<file path="src/rtl/iopcn_pkg.sv">
package iopcn_pkg;

	// Widths of the port, the converter channel map and the register bus.
	localparam int PORT_W = 16;
	localparam int AN_W = 32;
	localparam int CN_W = 24;
	localparam int CN_LO_W = 16;
	localparam int CN_HI_W = CN_W - CN_LO_W;
	localparam int DATA_W = 16;
	localparam int ADDR_W = 8;

	typedef logic [ADDR_W-1:0] iopcn_addr_t;
	typedef logic [DATA_W-1:0] iopcn_word_t;

	// Register byte offsets.
	localparam iopcn_addr_t OFS_DIR = 8'h00;
	localparam iopcn_addr_t OFS_PINS = 8'h02;
	localparam iopcn_addr_t OFS_LATCH = 8'h04;
	localparam iopcn_addr_t OFS_ODSEL = 8'h06;
	localparam iopcn_addr_t OFS_ANA1_LO = 8'h08;
	localparam iopcn_addr_t OFS_ANA1_HI = 8'h0a;
	localparam iopcn_addr_t OFS_ANA2_LO = 8'h0c;
	localparam iopcn_addr_t OFS_ANA2_HI = 8'h0e;
	localparam iopcn_addr_t OFS_CHANGE_IRQ_ENABLE_REG1 = 8'h10;
	localparam iopcn_addr_t OFS_CHANGE_IRQ_ENABLE_REG2 = 8'h12;
	localparam iopcn_addr_t OFS_PULLUP_ENABLE_REG1 = 8'h14;
	localparam iopcn_addr_t OFS_PULLUP_ENABLE_REG2 = 8'h16;
	localparam iopcn_addr_t OFS_IRQ_STAT = 8'h18;
	localparam iopcn_addr_t OFS_IRQ_MASK = 8'h1a;

	// Reset values.
	localparam iopcn_word_t RST_DIR = 16'hffff;
	localparam iopcn_word_t RST_ZERO = 16'h0000;
	localparam iopcn_word_t RST_ANA = 16'h0000;

	// Status and mask layout.
	localparam int IRQ_W = 1;
	localparam int IRQ_BIT_CN = 0;

endpackage : iopcn_pkg

</file>
<file path="src/rtl/iopcn_top.sv">
`timescale 1ns/1ps
module iopcn_top (
	input wire logic core_clk, // System clock, 50 MHz.
	input wire logic rst, // Synchronous reset, active high.
	input wire logic [iopcn_pkg::ADDR_W-1:0] reg_addr, // Register byte address.
	input wire logic [iopcn_pkg::DATA_W-1:0] reg_wdata, // Register write data.
	input wire logic reg_wr, // Write strobe.
	input wire logic reg_rd, // Read strobe.
	output logic [iopcn_pkg::DATA_W-1:0] reg_rdata, // Read data, cycle after strobe.
	input wire logic [iopcn_pkg::PORT_W-1:0] pin_in, // Pad input levels.
	output logic [iopcn_pkg::PORT_W-1:0] pin_out, // Pad output levels.
	output logic [iopcn_pkg::PORT_W-1:0] pin_oe_n, // Pad drive enables, low drives.
	output logic [iopcn_pkg::AN_W-1:0] analog_channel_pins, // High where a pin is analog.
	output logic [iopcn_pkg::AN_W-1:0] adc_route_en, // High where converter may sample.
	input wire logic [iopcn_pkg::CN_W-1:0] change_notify_inputs, // Change inputs.
	output logic [iopcn_pkg::CN_W-1:0] pullup_en, // Weak pull-up enables.
	output logic irq, // Level interrupt output.
	output logic cn_wake_req // Unclocked wake request for sleep.
);

	typedef logic [iopcn_pkg::DATA_W-1:0] iopcn_w_t;

	// Analog when the bit is clear in either converter's register.
	function automatic iopcn_w_t iopcn_analog(input iopcn_w_t cfg_a, input iopcn_w_t cfg_b);
		iopcn_analog = ~cfg_a | ~cfg_b;
	endfunction : iopcn_analog

	function automatic logic iopcn_hit(input iopcn_pkg::iopcn_addr_t a,
		input iopcn_pkg::iopcn_addr_t ofs);
		iopcn_hit = (a == ofs);
	endfunction : iopcn_hit

	logic [iopcn_pkg::PORT_W-1:0] pin_direction_bits_q;
	logic [iopcn_pkg::PORT_W-1:0] pin_direction_bits_d;
	logic [iopcn_pkg::PORT_W-1:0] output_latch_bits_q;
	logic [iopcn_pkg::PORT_W-1:0] output_latch_bits_d;
	logic [iopcn_pkg::PORT_W-1:0] open_drain_select_q;
	logic [iopcn_pkg::PORT_W-1:0] open_drain_select_d;
	iopcn_w_t analog_select_low1_q;
	iopcn_w_t analog_select_low1_d;
	iopcn_w_t analog_select_high1_q;
	iopcn_w_t analog_select_high1_d;
	iopcn_w_t analog_select_low2_q;
	iopcn_w_t analog_select_low2_d;
	iopcn_w_t analog_select_high2_q;
	iopcn_w_t analog_select_high2_d;
	iopcn_w_t change_irq_enable_reg1_q;
	iopcn_w_t change_irq_enable_reg1_d;
	logic [iopcn_pkg::CN_HI_W-1:0] change_irq_enable_reg2_q;
	logic [iopcn_pkg::CN_HI_W-1:0] change_irq_enable_reg2_d;
	iopcn_w_t pullup_enable_reg1_q;
	iopcn_w_t pullup_enable_reg1_d;
	logic [iopcn_pkg::CN_HI_W-1:0] pullup_enable_reg2_q;
	logic [iopcn_pkg::CN_HI_W-1:0] pullup_enable_reg2_d;
	logic [iopcn_pkg::IRQ_W-1:0] irq_stat_q;
	logic [iopcn_pkg::IRQ_W-1:0] irq_stat_d;
	logic [iopcn_pkg::IRQ_W-1:0] irq_mask_q;
	logic [iopcn_pkg::IRQ_W-1:0] irq_mask_d;
	iopcn_w_t rdata_q;
	iopcn_w_t rdata_d;

	logic [iopcn_pkg::PORT_W-1:0] pin_sync;
	logic [iopcn_pkg::CN_W-1:0] cn_sync;
	logic [iopcn_pkg::CN_W-1:0] cn_enable;
	logic [iopcn_pkg::AN_W-1:0] analog_map;
	logic [iopcn_pkg::PORT_W-1:0] pin_level_view;
	logic change_pulse;
	logic [iopcn_pkg::IRQ_W-1:0] irq_events;

	iopcn_sync #(
		.WIDTH(iopcn_pkg::PORT_W)
	) u_pin_sync (
		.core_clk(core_clk),
		.rst(rst),
		.async_in(pin_in),
		.sync_out(pin_sync)
	);

	iopcn_sync #(
		.WIDTH(iopcn_pkg::CN_W)
	) u_cn_sync (
		.core_clk(core_clk),
		.rst(rst),
		.async_in(change_notify_inputs),
		.sync_out(cn_sync)
	);

	iopcn_cndet u_cndet (
		.core_clk(core_clk),
		.rst(rst),
		.cn_sync(cn_sync),
		.cn_raw(change_notify_inputs),
		.cn_en(cn_enable),
		.change_pulse(change_pulse),
		.wake_req(cn_wake_req)
	);

	// Analog selection: either converter's cleared bit makes the pin analog.
	always_comb
	begin
		analog_map = {iopcn_analog(analog_select_high1_q, analog_select_high2_q),
			iopcn_analog(analog_select_low1_q, analog_select_low2_q)};
	end

	// Digital inputs never reach the converter; analog pins with a cleared
	// direction bit still drive, so the converter sees the driven level.
	assign analog_channel_pins = analog_map;
	assign adc_route_en = analog_map;

	// Pin drivers.
	always_comb
	begin
		for (int i = 0; i < iopcn_pkg::PORT_W; i++)
		begin
			if (open_drain_select_q[i])
			begin
				pin_out[i] = 1'b0;
				pin_oe_n[i] = pin_direction_bits_q[i] | output_latch_bits_q[i];
			end
			else
			begin
				pin_out[i] = output_latch_bits_q[i];
				pin_oe_n[i] = pin_direction_bits_q[i];
			end
		end
	end

	// Analog pins read as low whatever the pad shows.
	assign pin_level_view = pin_sync & ~analog_map[iopcn_pkg::PORT_W-1:0];

	assign cn_enable = {change_irq_enable_reg2_q, change_irq_enable_reg1_q};
	assign pullup_en = {pullup_enable_reg2_q, pullup_enable_reg1_q};

	always_comb
	begin
		irq_events = '0;
		irq_events[iopcn_pkg::IRQ_BIT_CN] = change_pulse;
	end

	// Register writes.
	always_comb
	begin
		pin_direction_bits_d = pin_direction_bits_q;
		output_latch_bits_d = output_latch_bits_q;
		open_drain_select_d = open_drain_select_q;
		analog_select_low1_d = analog_select_low1_q;
		analog_select_high1_d = analog_select_high1_q;
		analog_select_low2_d = analog_select_low2_q;
		analog_select_high2_d = analog_select_high2_q;
		change_irq_enable_reg1_d = change_irq_enable_reg1_q;
		change_irq_enable_reg2_d = change_irq_enable_reg2_q;
		pullup_enable_reg1_d = pullup_enable_reg1_q;
		pullup_enable_reg2_d = pullup_enable_reg2_q;
		irq_mask_d = irq_mask_q;
		if (reg_wr)
		begin
			unique case (1'b1)
				iopcn_hit(reg_addr, iopcn_pkg::OFS_DIR):
					pin_direction_bits_d = reg_wdata;
				iopcn_hit(reg_addr, iopcn_pkg::OFS_LATCH):
					output_latch_bits_d = reg_wdata;
				iopcn_hit(reg_addr, iopcn_pkg::OFS_ODSEL):
					open_drain_select_d = reg_wdata;
				iopcn_hit(reg_addr, iopcn_pkg::OFS_ANA1_LO):
					analog_select_low1_d = reg_wdata;
				iopcn_hit(reg_addr, iopcn_pkg::OFS_ANA1_HI):
					analog_select_high1_d = reg_wdata;
				iopcn_hit(reg_addr, iopcn_pkg::OFS_ANA2_LO):
					analog_select_low2_d = reg_wdata;
				iopcn_hit(reg_addr, iopcn_pkg::OFS_ANA2_HI):
					analog_select_high2_d = reg_wdata;
				iopcn_hit(reg_addr, iopcn_pkg::OFS_CHANGE_IRQ_ENABLE_REG1):
					change_irq_enable_reg1_d = reg_wdata;
				iopcn_hit(reg_addr, iopcn_pkg::OFS_CHANGE_IRQ_ENABLE_REG2):
					change_irq_enable_reg2_d = reg_wdata[iopcn_pkg::CN_HI_W-1:0];
				iopcn_hit(reg_addr, iopcn_pkg::OFS_PULLUP_ENABLE_REG1):
					pullup_enable_reg1_d = reg_wdata;
				iopcn_hit(reg_addr, iopcn_pkg::OFS_PULLUP_ENABLE_REG2):
					pullup_enable_reg2_d = reg_wdata[iopcn_pkg::CN_HI_W-1:0];
				iopcn_hit(reg_addr, iopcn_pkg::OFS_IRQ_MASK):
					irq_mask_d = reg_wdata[iopcn_pkg::IRQ_W-1:0];
				default:
				begin
				end
			endcase
		end
	end

	// Sticky status: a read clears it, but a new event in that cycle wins.
	always_comb
	begin
		irq_stat_d = irq_stat_q;
		if (reg_rd && iopcn_hit(reg_addr, iopcn_pkg::OFS_IRQ_STAT))
		begin
			irq_stat_d = '0;
		end
		irq_stat_d = irq_stat_d | irq_events;
	end

	// Read mux; unmapped addresses read as zero.
	always_comb
	begin
		rdata_d = '0;
		if (reg_rd)
		begin
			unique case (1'b1)
				iopcn_hit(reg_addr, iopcn_pkg::OFS_DIR):
					rdata_d = pin_direction_bits_q;
				iopcn_hit(reg_addr, iopcn_pkg::OFS_PINS):
					rdata_d = pin_level_view;
				iopcn_hit(reg_addr, iopcn_pkg::OFS_LATCH):
					rdata_d = output_latch_bits_q;
				iopcn_hit(reg_addr, iopcn_pkg::OFS_ODSEL):
					rdata_d = open_drain_select_q;
				iopcn_hit(reg_addr, iopcn_pkg::OFS_ANA1_LO):
					rdata_d = analog_select_low1_q;
				iopcn_hit(reg_addr, iopcn_pkg::OFS_ANA1_HI):
					rdata_d = analog_select_high1_q;
				iopcn_hit(reg_addr, iopcn_pkg::OFS_ANA2_LO):
					rdata_d = analog_select_low2_q;
				iopcn_hit(reg_addr, iopcn_pkg::OFS_ANA2_HI):
					rdata_d = analog_select_high2_q;
				iopcn_hit(reg_addr, iopcn_pkg::OFS_CHANGE_IRQ_ENABLE_REG1):
					rdata_d = change_irq_enable_reg1_q;
				iopcn_hit(reg_addr, iopcn_pkg::OFS_CHANGE_IRQ_ENABLE_REG2):
					rdata_d[iopcn_pkg::CN_HI_W-1:0] = change_irq_enable_reg2_q;
				iopcn_hit(reg_addr, iopcn_pkg::OFS_PULLUP_ENABLE_REG1):
					rdata_d = pullup_enable_reg1_q;
				iopcn_hit(reg_addr, iopcn_pkg::OFS_PULLUP_ENABLE_REG2):
					rdata_d[iopcn_pkg::CN_HI_W-1:0] = pullup_enable_reg2_q;
				iopcn_hit(reg_addr, iopcn_pkg::OFS_IRQ_STAT):
					rdata_d[iopcn_pkg::IRQ_W-1:0] = irq_stat_q;
				iopcn_hit(reg_addr, iopcn_pkg::OFS_IRQ_MASK):
					rdata_d[iopcn_pkg::IRQ_W-1:0] = irq_mask_q;
				default:
				begin
				end
			endcase
		end
	end

	always_ff @(posedge core_clk)
	begin
		if (rst)
		begin
			pin_direction_bits_q <= iopcn_pkg::RST_DIR;
			output_latch_bits_q <= iopcn_pkg::RST_ZERO;
			open_drain_select_q <= iopcn_pkg::RST_ZERO;
			analog_select_low1_q <= iopcn_pkg::RST_ANA;
			analog_select_high1_q <= iopcn_pkg::RST_ANA;
			analog_select_low2_q <= iopcn_pkg::RST_ANA;
			analog_select_high2_q <= iopcn_pkg::RST_ANA;
			change_irq_enable_reg1_q <= iopcn_pkg::RST_ZERO;
			change_irq_enable_reg2_q <= '0;
			pullup_enable_reg1_q <= iopcn_pkg::RST_ZERO;
			pullup_enable_reg2_q <= '0;
			irq_stat_q <= '0;
			irq_mask_q <= '0;
			rdata_q <= iopcn_pkg::RST_ZERO;
		end
		else
		begin
			pin_direction_bits_q <= pin_direction_bits_d;
			output_latch_bits_q <= output_latch_bits_d;
			open_drain_select_q <= open_drain_select_d;
			analog_select_low1_q <= analog_select_low1_d;
			analog_select_high1_q <= analog_select_high1_d;
			analog_select_low2_q <= analog_select_low2_d;
			analog_select_high2_q <= analog_select_high2_d;
			change_irq_enable_reg1_q <= change_irq_enable_reg1_d;
			change_irq_enable_reg2_q <= change_irq_enable_reg2_d;
			pullup_enable_reg1_q <= pullup_enable_reg1_d;
			pullup_enable_reg2_q <= pullup_enable_reg2_d;
			irq_stat_q <= irq_stat_d;
			irq_mask_q <= irq_mask_d;
			rdata_q <= rdata_d;
		end
	end

	assign reg_rdata = rdata_q;
	assign irq = |(irq_stat_q & irq_mask_q);

endmodule : iopcn_top

</file>
<file path="src/rtl/iopcn_sync.sv">
`timescale 1ns/1ps
module iopcn_sync #(
	parameter int WIDTH = 1
) (
	input wire logic core_clk, // System clock.
	input wire logic rst, // Synchronous reset, active high.
	input wire logic [WIDTH-1:0] async_in, // Level from outside the clock domain.
	output logic [WIDTH-1:0] sync_out // Level after two flip-flops.
);

	logic [WIDTH-1:0] meta_q;
	logic [WIDTH-1:0] meta_d;
	logic [WIDTH-1:0] sync_q;
	logic [WIDTH-1:0] sync_d;

	always_comb
	begin
		meta_d = async_in;
		sync_d = meta_q;
	end

	always_ff @(posedge core_clk)
	begin
		if (rst)
		begin
			meta_q <= '0;
			sync_q <= '0;
		end
		else
		begin
			meta_q <= meta_d;
			sync_q <= sync_d;
		end
	end

	assign sync_out = sync_q;

endmodule : iopcn_sync

</file>
<file path="src/rtl/iopcn_cndet.sv">
`timescale 1ns/1ps
module iopcn_cndet (
	input wire logic core_clk, // System clock.
	input wire logic rst, // Synchronous reset, active high.
	input wire logic [iopcn_pkg::CN_W-1:0] cn_sync, // Synchronised change inputs.
	input wire logic [iopcn_pkg::CN_W-1:0] cn_raw, // Change inputs straight from pins.
	input wire logic [iopcn_pkg::CN_W-1:0] cn_en, // Per-input change enables.
	output logic change_pulse, // One-cycle pulse on an enabled mismatch.
	output logic wake_req // Unclocked request for a stopped clock.
);

	logic [iopcn_pkg::CN_W-1:0] last_q;
	logic [iopcn_pkg::CN_W-1:0] last_d;
	logic change_q;
	logic change_d;

	// Compare with the recorded level, flag a mismatch, then record anew.
	always_comb
	begin
		change_d = |(cn_en & (cn_sync ^ last_q));
		last_d = cn_sync;
	end

	always_ff @(posedge core_clk)
	begin
		if (rst)
		begin
			last_q <= '0;
			change_q <= 1'b0;
		end
		else
		begin
			last_q <= last_d;
			change_q <= change_d;
		end
	end

	assign change_pulse = change_q;
	// Works with the clock stopped: raw pins against the last recorded level.
	assign wake_req = |(cn_en & (cn_raw ^ last_q));

endmodule : iopcn_cndet

</file>
<file path="config.mk">
export PLATFORM = sky130hd
export DESIGN_NAME = iopcn_top
export DESIGN_NICKNAME = d
export VERILOG_FILES = /design/src/rtl/iopcn_pkg.sv /design/src/rtl/iopcn_top.sv /design/src/rtl/iopcn_sync.sv /design/src/rtl/iopcn_cndet.sv
export SDC_FILE = /design/constraint.sdc
export NUM_CORES = 1
export LEC_CHECK = 0
export BUFFER_PORTS_ARGS = -buffer_cell sky130_fd_sc_hd__buf_2
export CELL_PAD_IN_SITES_DETAIL_PLACEMENT = 1
export CELL_PAD_IN_SITES_GLOBAL_PLACEMENT = 1
export CORE_MARGIN = 2
export CORE_UTILIZATION = 40
export CTS_BUF_LIST = sky130_fd_sc_hd__clkbuf_4 sky130_fd_sc_hd__clkbuf_8
export DETAILED_ROUTE_END_ITERATION = 7
export PLACE_DENSITY = 0.81
export SYNTH_ARGS = -nofsm -noshare
export SYNTH_HDL_FRONTEND = slang
export SYNTH_HIERARCHICAL = 1
export SYNTH_SLANG_ARGS = --single-unit
</file>
<file path="constraint.sdc">
create_clock -name core_clk -period 1.7 [get_ports core_clk]
set_input_delay 0.17 -clock core_clk [delete_from_list [all_inputs] [get_ports core_clk]]
set_output_delay 0.17 -clock core_clk [all_outputs]
set_load 0.02 [all_outputs]
</file>
==> metrics.csv, run 1 <==
metric;value;unit
status;finished with violations;
violated checks;setup timing;
Slew Limit Headroom;45.2;%
Worst IR Drop VDD;0.673;mV
Final HPWL DP;34.1;mm
RSZ-0062 raised after global routing;true;
Clock Latency Late Sink;580;ps
first-pass GRT wire length;70.3;mm
layout cells sized above 1;27.9;%
post-synthesis compound-gate area fraction;13.1;%
CTS Sinks;283;
final core occ;52.9;%
Hold Path Class;input port to flop;
post-synth top area share;46.6;%
post-synth top area cell;dfxtp_1;
pins over their slew limit;0;
Mapped Avg Cell Area;9.05;µm²
top_reg_cell synth;dfxtp_1;
WP buf/inv;1;
TritonCTS Buffers;47;
met1 Resource Use GR;38.8;%
First DRT Iteration DRCs;831;
simple-gate area share of the yosys netlist;22.7;%
Ports;206;
most frequent cells in the layout;dfxtp_1, nand2_1, buf_2;
Largest delay share family, worst path;simple AND/OR/NAND/NOR gates;
CTS tree;done;
CP Cell Sequence;xor2_1, a22oi_1, nand4_1, or3_4, buf_6;
DRC;0;
total grt overflow;0;
Setup crit start kind;flop;
minimum clock period;2190;ps
final setup violation count;1;
filler cell count;3514;
die area;31800;µm²
register bit total from synthesis;283;
Worst Skew;19.0;ps
die height;178;µm
pwr dens;896;nW/µm²
row count;63;
slew at the pin closest to its max-slew limit;817;ps
Worst R2R Path Depth;4;
Design Power;0.0141;W
crit path max fanout;2;
number of vias per cell;5.46;
Synth area leaders;dfxtp_1, nand2_1, mux2i_1;
syn nets;1412;
Critical Path Max Stage Delay;420;ps
via count;11360;
Synth async-reset ratio;0;%
Initial Util;40.8;%
commonest non-fill, non-tap cell in the layout;dfxtp_1;
Total GRT Usage;29.6;%
Final nets;1726;
fraction of the mapped netlist area in adder cells;0;%
yosys warns;6;
CP Data Arrival Time;2020;ps
clock-pin slew on the worst setup and hold paths;60;ps
final wirelength;47.5;mm
Final Worst Setup Slack;-491;ps
Syn Inst Count;1344;
sequential fraction of the synthesis area;46.6;%
GPL Wtd Cong;0.916;
# Max-Cap Violations;0;
leak pwr;6.37;nW
final hold vios;0;
data required time of the worst path;1530;ps
count of flip-flops with a built-in enable after synthesis;0;
critical path's slowest cell;or3_4;
initial antenna violation count;3;
Crit path depth;5;
largest net degree at the start of global routing;173;
Distinct cells, synth;64;
DRT Pass-1 Iters;5;
Hold Path Depth;3;
Crit Path Category;flop to primary output;
synthesized area;12200;µm²
CTS root buf;clkbuf_8;
Tcrit/Tclk final;129;%
largest family of logic cells by synthesized area;simple AND/OR/NAND/NOR gates;
routed len/inst;22.8;µm
IO Port Bufs;205;
maximum root-to-sink buffer count;3;
mux share of post-synthesis cell area;8.17;%
Crit. End Element;primary output;
vias in the first global route;11642;
Routed Antenna Nets;0;
fmax;456;MHz
GR peak layer;met2;
Post-Synth XOR/XNOR Area;3.46;%
GR Layer Usage met3;5.58;%
area grow syn2layout;29.7;%
total core area;29800;µm²
H-tree levels;2;
Chip Width;178;µm
grt met2 use;49.4;%
==> cells by family after synthesis <==
family,after synthesis
mux,93
flops,283
simple gates,541
compound gates,249
xor+xnor,48
buf+inv,130
==> tightest hold or removal path, delay by kind of cell <==
family	cells	cell delay, ps
AO/OA/AOI/OAI	1	50
buffers and inverters	1	250
AND/OR/NAND/NOR	1	110
==> final cells by class <==
type,count,area (µm²),share of cell area (%)
multi-input combinational,931,5800,36.7
timing repair buffer,395,2840,18.0
clock buffer,65,845,5.35
sequential,283,5670,35.9
clock inverter,14,134,0.849
antenna,2,5.00,0.0317
tap,390,488,3.09
==> synth_stat cells, drive strengths merged, types with 3 or more instances <==
cell,number
dfxtp,283
nand2,224
nor2b,126
a21oi,103
buf,89
mux2i,79
nor2,77
xor2,48
clkbuf,41
o21ai,35
a22oi,33
nand3,30
nand3b,22
a21o,19
a31oi,15
and3,14
mux2,10
a221oi,8
nor3,8
nand4,7
a32oi,6
and2,6
a22o,5
and4,5
nor4,5
a211oi,4
mux4,4
a41oi,3
nor3b,3
o22ai,3
o2bb2ai,3
or2,3
==> state kept, by name (all words and copies together), names as in the netlist, 8 cells and up <==
name	count
open_drain_select_q	16
change_irq_enable_reg1_q	16
analog_select_low1_q	16
u_cn_sync/sync_out	24
analog_select_high2_q	16
u_cn_sync/meta_q	24
pullup_enable_reg1_q	16
output_latch_bits_q	16
pullup_enable_reg2_q	8
reg_rdata	16
u_cndet/last_q	24
change_irq_enable_reg2_q	8
analog_select_high1_q	16
pin_direction_bits_q	16
analog_select_low2_q	16
u_pin_sync/sync_out	16
u_pin_sync/meta_q	16
==> per-stage QoR <==
| step | std cells | setup TNS (ps) | instance area (µm²) | hold WS, ps | setup WS [ps] |
|---|---|---|---|---|---|
| 3_5_place_dp | 1944 | -17210 | 14200 | 385 | -261 |
| 6_report | 2080 | -491 | 15800 | 50.6 | -491 |
| 4_1_cts | 2078 | -485 | 15800 | 15.2 | -485 |
| 3_3_place_gp | 1944 | -12270 | 14200 | 379 | -228 |
| 2_1_floorplan | 1344 | 0 | 12200 | 242 | 7.62 |
| 5_1_grt | 2078 | -519 | 15800 | 28.0 | -519 |
==> report_power, final <==
group	leakage [nW]	internal, W	switching (W)	total (W)
sequential	2.30	0.00674	0.0000590	0.00680
clock	0.525	0.00353	0.00283	0.00636
combinational	3.55	0.000410	0.000559	0.000969
total	6.37	0.0107	0.00345	0.0141
==> per-layer routing <==
layer / part of all wire, % / wire length, µm
met1: 43 / 20600
met2: 46 / 22100
met3: 7.2 / 3410
met4: 3.0 / 1450
met5: 0.027 / 13
==> timing repair <==
action                                  CTS  global route
hold buffers                             54             0
pin swaps                                 5             3
hold endpoints to repair                109             0
cloned                                    0             0
endpoints found under the setup margin    1             1
buffers inserted                          1             0
resized for setup                         9             1
==> final timing paths <==
| check | startpoint | endpoint | slack (ps) |
|---|---|---|---|
| hold reg to reg | u_pin_sync/meta_q[9] | u_pin_sync/sync_out[9] | 430 |
| setup reg to reg | analog_select_low1_q[10] | reg_rdata[10] | 120 |
| hold / removal | reg_wdata[6] | pullup_enable_reg1_q[6] | 50 |
| setup / recovery | u_cndet/last_q[20] | cn_wake_req | -490 |
(Power assumes the default switching activity.)
==> inputs of run 2 (changes only) <==
Settings changed: PLACE_DENSITY 0.81 to 0.8, SETUP_SLACK_MARGIN set to 0.2, SKIP_LAST_GASP set to 1.
==> metrics.csv, run 2 (same netlist as run 1, synthesis figures left out) <==
metric;value;unit
maximum root-to-sink buffer count;3;
Crit. End Element;primary output;
die height;178;µm
violated checks;setup timing;
pwr dens;898;nW/µm²
filler cell count;3457;
Worst Skew;29.2;ps
Crit Path Category;flop to primary output;
final hold vios;0;
pins over their slew limit;0;
multi-input logic area;5940;µm²
GPL Wtd Cong;0.934;
DRT Pass-1 Iters;5;
area post-placement;14300;µm²
CTS tree;done;
DRC;0;
Initial Util;40.8;%
Worst IR Drop VDD;0.828;mV
data required time of the worst path;1530;ps
Slew Limit Headroom;66.2;%
clock-pin slew on the worst setup and hold paths;60;ps
final std cells w/o fill;2091;
most frequent cells in the layout;dfxtp_1, nand2_1, buf_2;
first-pass GRT wire length;73.1;mm
number of vias per cell;5.48;
commonest non-fill, non-tap cell in the layout;dfxtp_1;
final setup violation count;1;
Final nets;1734;
slew at the pin closest to its max-slew limit;507;ps
Final HPWL DP;35.4;mm
# Max-Cap Violations;0;
CP Data Arrival Time;2040;ps
crit path max fanout;2;
leak pwr;6.47;nW
layout cells sized above 1;32.8;%
routed len/inst;23.9;µm
H-tree levels;2;
via count;11468;
Tcrit/Tclk final;130;%
final core occ;54.1;%
total core area;29800;µm²
CTS Sinks;283;
IO Port Bufs;205;
vias in the first global route;11920;
total grt overflow;0;
row count;63;
largest net degree at the start of global routing;76;
GR peak layer;met2;
area grow syn2layout;32.5;%
die area;31800;µm²
Routed Antenna Nets;0;
fin area;16100;µm²
status;finished with violations;
RSZ-0062 raised after global routing;true;
Clock Latency Late Sink;590;ps
grt met2 use;51.6;%
Hold Path Class;input port to flop;
CTS root buf;clkbuf_8;
Sequential Area;5720;µm²
TritonCTS Buffers;48;
Antenna Cells;0;
setup_tns;-513;ps
Chip Width;178;µm
Final Worst Setup Slack;-513;ps
placed cell count;1948;
final wirelength;49.9;mm
Ports;206;
Setup crit start kind;flop;
initial antenna violation count;1;
Total GRT Usage;30.9;%
GR Layer Usage met3;5.05;%
minimum clock period;2210;ps
fmax;452;MHz
met1 Resource Use GR;40.4;%
First DRT Iteration DRCs;868;
## run 2: cell count changes in the layout (fill, tap and decap cells not counted), sizes merged
| cell | before | now |
|---|---|---|
| buf | 340 | 347 |
| clkbuf | 66 | 71 |
| clkinv | 9 | 10 |
| clkinvlp | 0 | 1 |
| diode | 2 | 0 |
| inv | 3 | 2 |
## run 2: worst paths after layout
kind | start | to | slack, ps | cells after the start
worst max-delay path | u_cndet/last_q[11] | cn_wake_req | -510 | 5
worst min-delay path | reg_wdata[6] | pullup_enable_reg1_q[6] | 40 | 3
worst max register to register | u_cndet/last_q[20] | u_cndet/change_pulse | 240 | 5
worst min register to register | u_pin_sync/meta_q[9] | u_pin_sync/sync_out[9] | 440 | 1
## run 2: final cells by class
type                    count  share of cell area, %
multi-input cells         931                   36.8
clock inverters            15                  0.877
repair buffers            402                   18.2
flip-flops and latches    283                   35.5
well taps                 390                   3.03
clock buffers              70                   5.63
## run 2: report_power, final
group | switching (W) | internal [W]
Clock | 0.00292 | 0.00375
Combinational | 0.000584 | 0.000409
Sequential | 0.0000625 | 0.00674
Total | 0.00357 | 0.0109
## run 2: what timing repair did
item	CTS	global route
setup endpoints to repair	23	30
gates resized for setup	45	25
buffers inserted	4	0
hold endpoints to repair	96	0
pin swaps	13	1
hold buffers	54	0
## run 2: critical path, cell delays in order (launching register included)
cell     delay [ps]
dfxtp_2         320
xor2_1          160
a22oi_2         270
nand4_1         170
or3_4           420
buf_6           140
## run 2: stage by stage
stage          setup slack, ps  hold WS, ps  power, W
2_1_floorplan              113          242   0.00738
6_report                  -513         38.7    0.0145
5_1_grt                   -538         36.8    0.0149
3_5_place_dp              -213          386   0.00778
4_1_cts                   -450         1.84    0.0145
3_3_place_gp              -199          379   0.00775
## run 2: routing by layer
| layer | up-vias | share of wire, % |
|---|---|---|
| li1 | 5195 | - |
| met1 | 5725 | 43 |
| met2 | 445 | 47 |
| met3 | 101 | 6.1 |
| met4 | 2 | 3.2 |
| met5 | - | 0.028 |
==> inputs of run 3 (changes only) <==
Settings changed: ABC_AREA set to 1, CORE_UTILIZATION 40 to 38.
==> metrics.csv, run 3 <==
metric;value;unit
status;finished with violations;
violated checks;setup timing;
top_reg_cell synth;dfxtp_1;
initial antenna violation count;1;
CTS root buf;clkbuf_8;
filler cell count;4077;
Worst R2R Path Depth;7;
CP Data Arrival Time;1750;ps
H-tree levels;2;
area post-placement;13600;µm²
Tcrit/Tclk final;113;%
First DRT Iteration DRCs;821;
Sequential Power Share;48.5;%
first-pass GRT wire length;66.2;mm
internal power;0.0106;W
largest net degree at the start of global routing;94;
Routed Antenna Nets;0;
Chip Width;184;µm
crit path max fanout;4;
final setup violation count;1;
Final nets;2053;
final std cells w/o fill;2420;
DRC;0;
Worst IR Drop VDD;0.570;mV
total grt overflow;0;
clock-pin slew on the worst setup and hold paths;60;ps
layout cells sized above 1;21.6;%
Synth async-reset ratio;0;%
final hold vios;0;
row count;65;
Hold Path Class;input port to flop;
CTS Sinks;283;
Clock Latency Late Sink;580;ps
most frequent cells in the layout;inv_1, nand2_1, dfxtp_1;
Net Sw Power;0.00340;W
DRT Pass-1 Iters;5;
Worst Skew;25.6;ps
Setup crit start kind;flop;
die area;33700;µm²
area grow syn2layout;26.3;%
IO Port Bufs;205;
RSZ-0062 raised after global routing;true;
Critical Path Start;u_cndet/last_q[6];
Crit Path Category;flop to primary output;
die height;184;µm
reg2reg end;u_cndet/change_pulse;
Final HPWL DP;30.5;mm
post-synth top area share;46.2;%
data required time of the worst path;1530;ps
Total GRT Usage;24.7;%
final wirelength;42.7;mm
Distinct cells, synth;29;
Syn Inst Count;1727;
R2R setup slack;390;ps
via count;12126;
Final Worst Setup Slack;-218;ps
pins over their slew limit;0;
yosys warns;6;
GPL Wtd Cong;0.846;
Slew Limit Headroom;71.8;%
count of flip-flops with a built-in enable after synthesis;0;
synthesized area;12300;µm²
clock group share of total power;45.6;%
register bit total from synthesis;283;
Initial Util;38.8;%
post-synth top area cell;dfxtp_1;
Synth area leaders;dfxtp_1, inv_1, nand3_1;
leak pwr;7.07;nW
commonest non-fill, non-tap cell in the layout;inv_1;
# Max-Cap Violations;0;
sequential fraction of the synthesis area;46.2;%
Ports;206;
Crit. End Element;primary output;
minimum clock period;1920;ps
fin area;15500;µm²
Combinational Power Share;5.9;%
placed cell count;2262;
TritonCTS Buffers;47;
slew at the pin closest to its max-slew limit;423;ps
fmax;521;MHz
CTS tree;done;
CP endpoint;cn_wake_req;
leading cell types by count after synthesis;dfxtp_1, inv_1, nand2_1, nand3_1, nor2_1;
vias in the first global route;12078;
Antenna Cells;0;
reg-to-reg startpoint;u_cndet/last_q[18];
Net Sw Frac;24.3;%
maximum root-to-sink buffer count;3;
total core area;31600;µm²
routed len/inst;17.7;µm
syn nets;1795;
Mapped Avg Cell Area;7.10;µm²
number of vias per cell;5.01;
pwr dens;906;nW/µm²
run 3: repair_timing:
item / CTS / global route
endpoints found under the hold margin: 81 / 0
cloned: 0 / 0
setup endpoints to repair: 15 / 29
gates resized for setup: 37 / 52
hold buffers: 60 / 0
buffers inserted: 4 / 12
pin swaps: 5 / 22
run 3: final cells by class:
type	count	area (µm²)	share of cell area, %
Inverter	286	1070	6.94
Clock buffer	76	958	6.19
Tap cell	402	503	3.25
Sequential cell	283	5710	36.9
Timing Repair Buffer	324	2270	14.6
Clock inverter	6	45.0	0.291
Multi-Input combinational cell	1043	4930	31.8
run 3: cells by family after synthesis:
| group | synth area share (%) |
|---|---|
| flops | 46.2 |
| compound gates | 14.8 |
| buf+inv | 14.1 |
| xor+xnor | 0.571 |
| simple gates | 24.4 |
run 3: routing by layer:
layer / vias to the layer above / share of wire, % / global-route usage (%)
met1: 5810 / 47 / 33.9
met3: 61 / 5.9 / 4.46
met5: - / 0.030 / 0
met4: 2 / 2.1 / 6.40
met2: 302 / 45 / 40.3
li1: 5951 / - / -
run 3: power groups by stage:
stage | Clock [W] | Sequential (W) | Combinational, W
after floorplan | 0 | 0.00693 | 0.000386
after global placement | 0 | 0.00694 | 0.000668
after detailed placement | 0 | 0.00695 | 0.000692
after CTS | 0.00649 | 0.00680 | 0.000809
after global routing | 0.00683 | 0.00681 | 0.000912
final | 0.00640 | 0.00680 | 0.000829
run 3: worst max-delay path: stages, from the launching register on:
cell,delay [ps]
dfxtp_2,330
or2_1,220
nand3_2,70
nand4_1,120
nor3_2,190
nand3_2,120
buf_6,150
run 3: stage by stage:
step	util (%)	worst slack, ps	power, W	TNS [ps]	hold WS [ps]
after floorplan	-	421	0.00732	0	241
after global placement	43.0	21.9	0.00761	0	372
after detailed placement	43.0	-126	0.00764	-677	380
after CTS	48.4	-252	0.0141	-252	11.8
after global routing	49.0	-313	0.0145	-313	13.1
final	49.0	-218	0.0140	-218	38.7
run 3: how the worst min path moves through the flow:
stage | endpoint | cells after the start | from | slack, ps
after floorplan | u_pin_sync/meta_q[13] | 1 | rst | 240
after global placement | u_pin_sync/meta_q[13] | 3 | pin_in[13] | 370
after detailed placement | u_pin_sync/meta_q[2] | 3 | pin_in[2] | 380
after CTS | change_irq_enable_reg2_q[3] | 3 | reg_wdata[3] | 10
after global routing | change_irq_enable_reg2_q[3] | 3 | reg_wdata[3] | 10
final | output_latch_bits_q[3] | 3 | reg_wdata[3] | 40
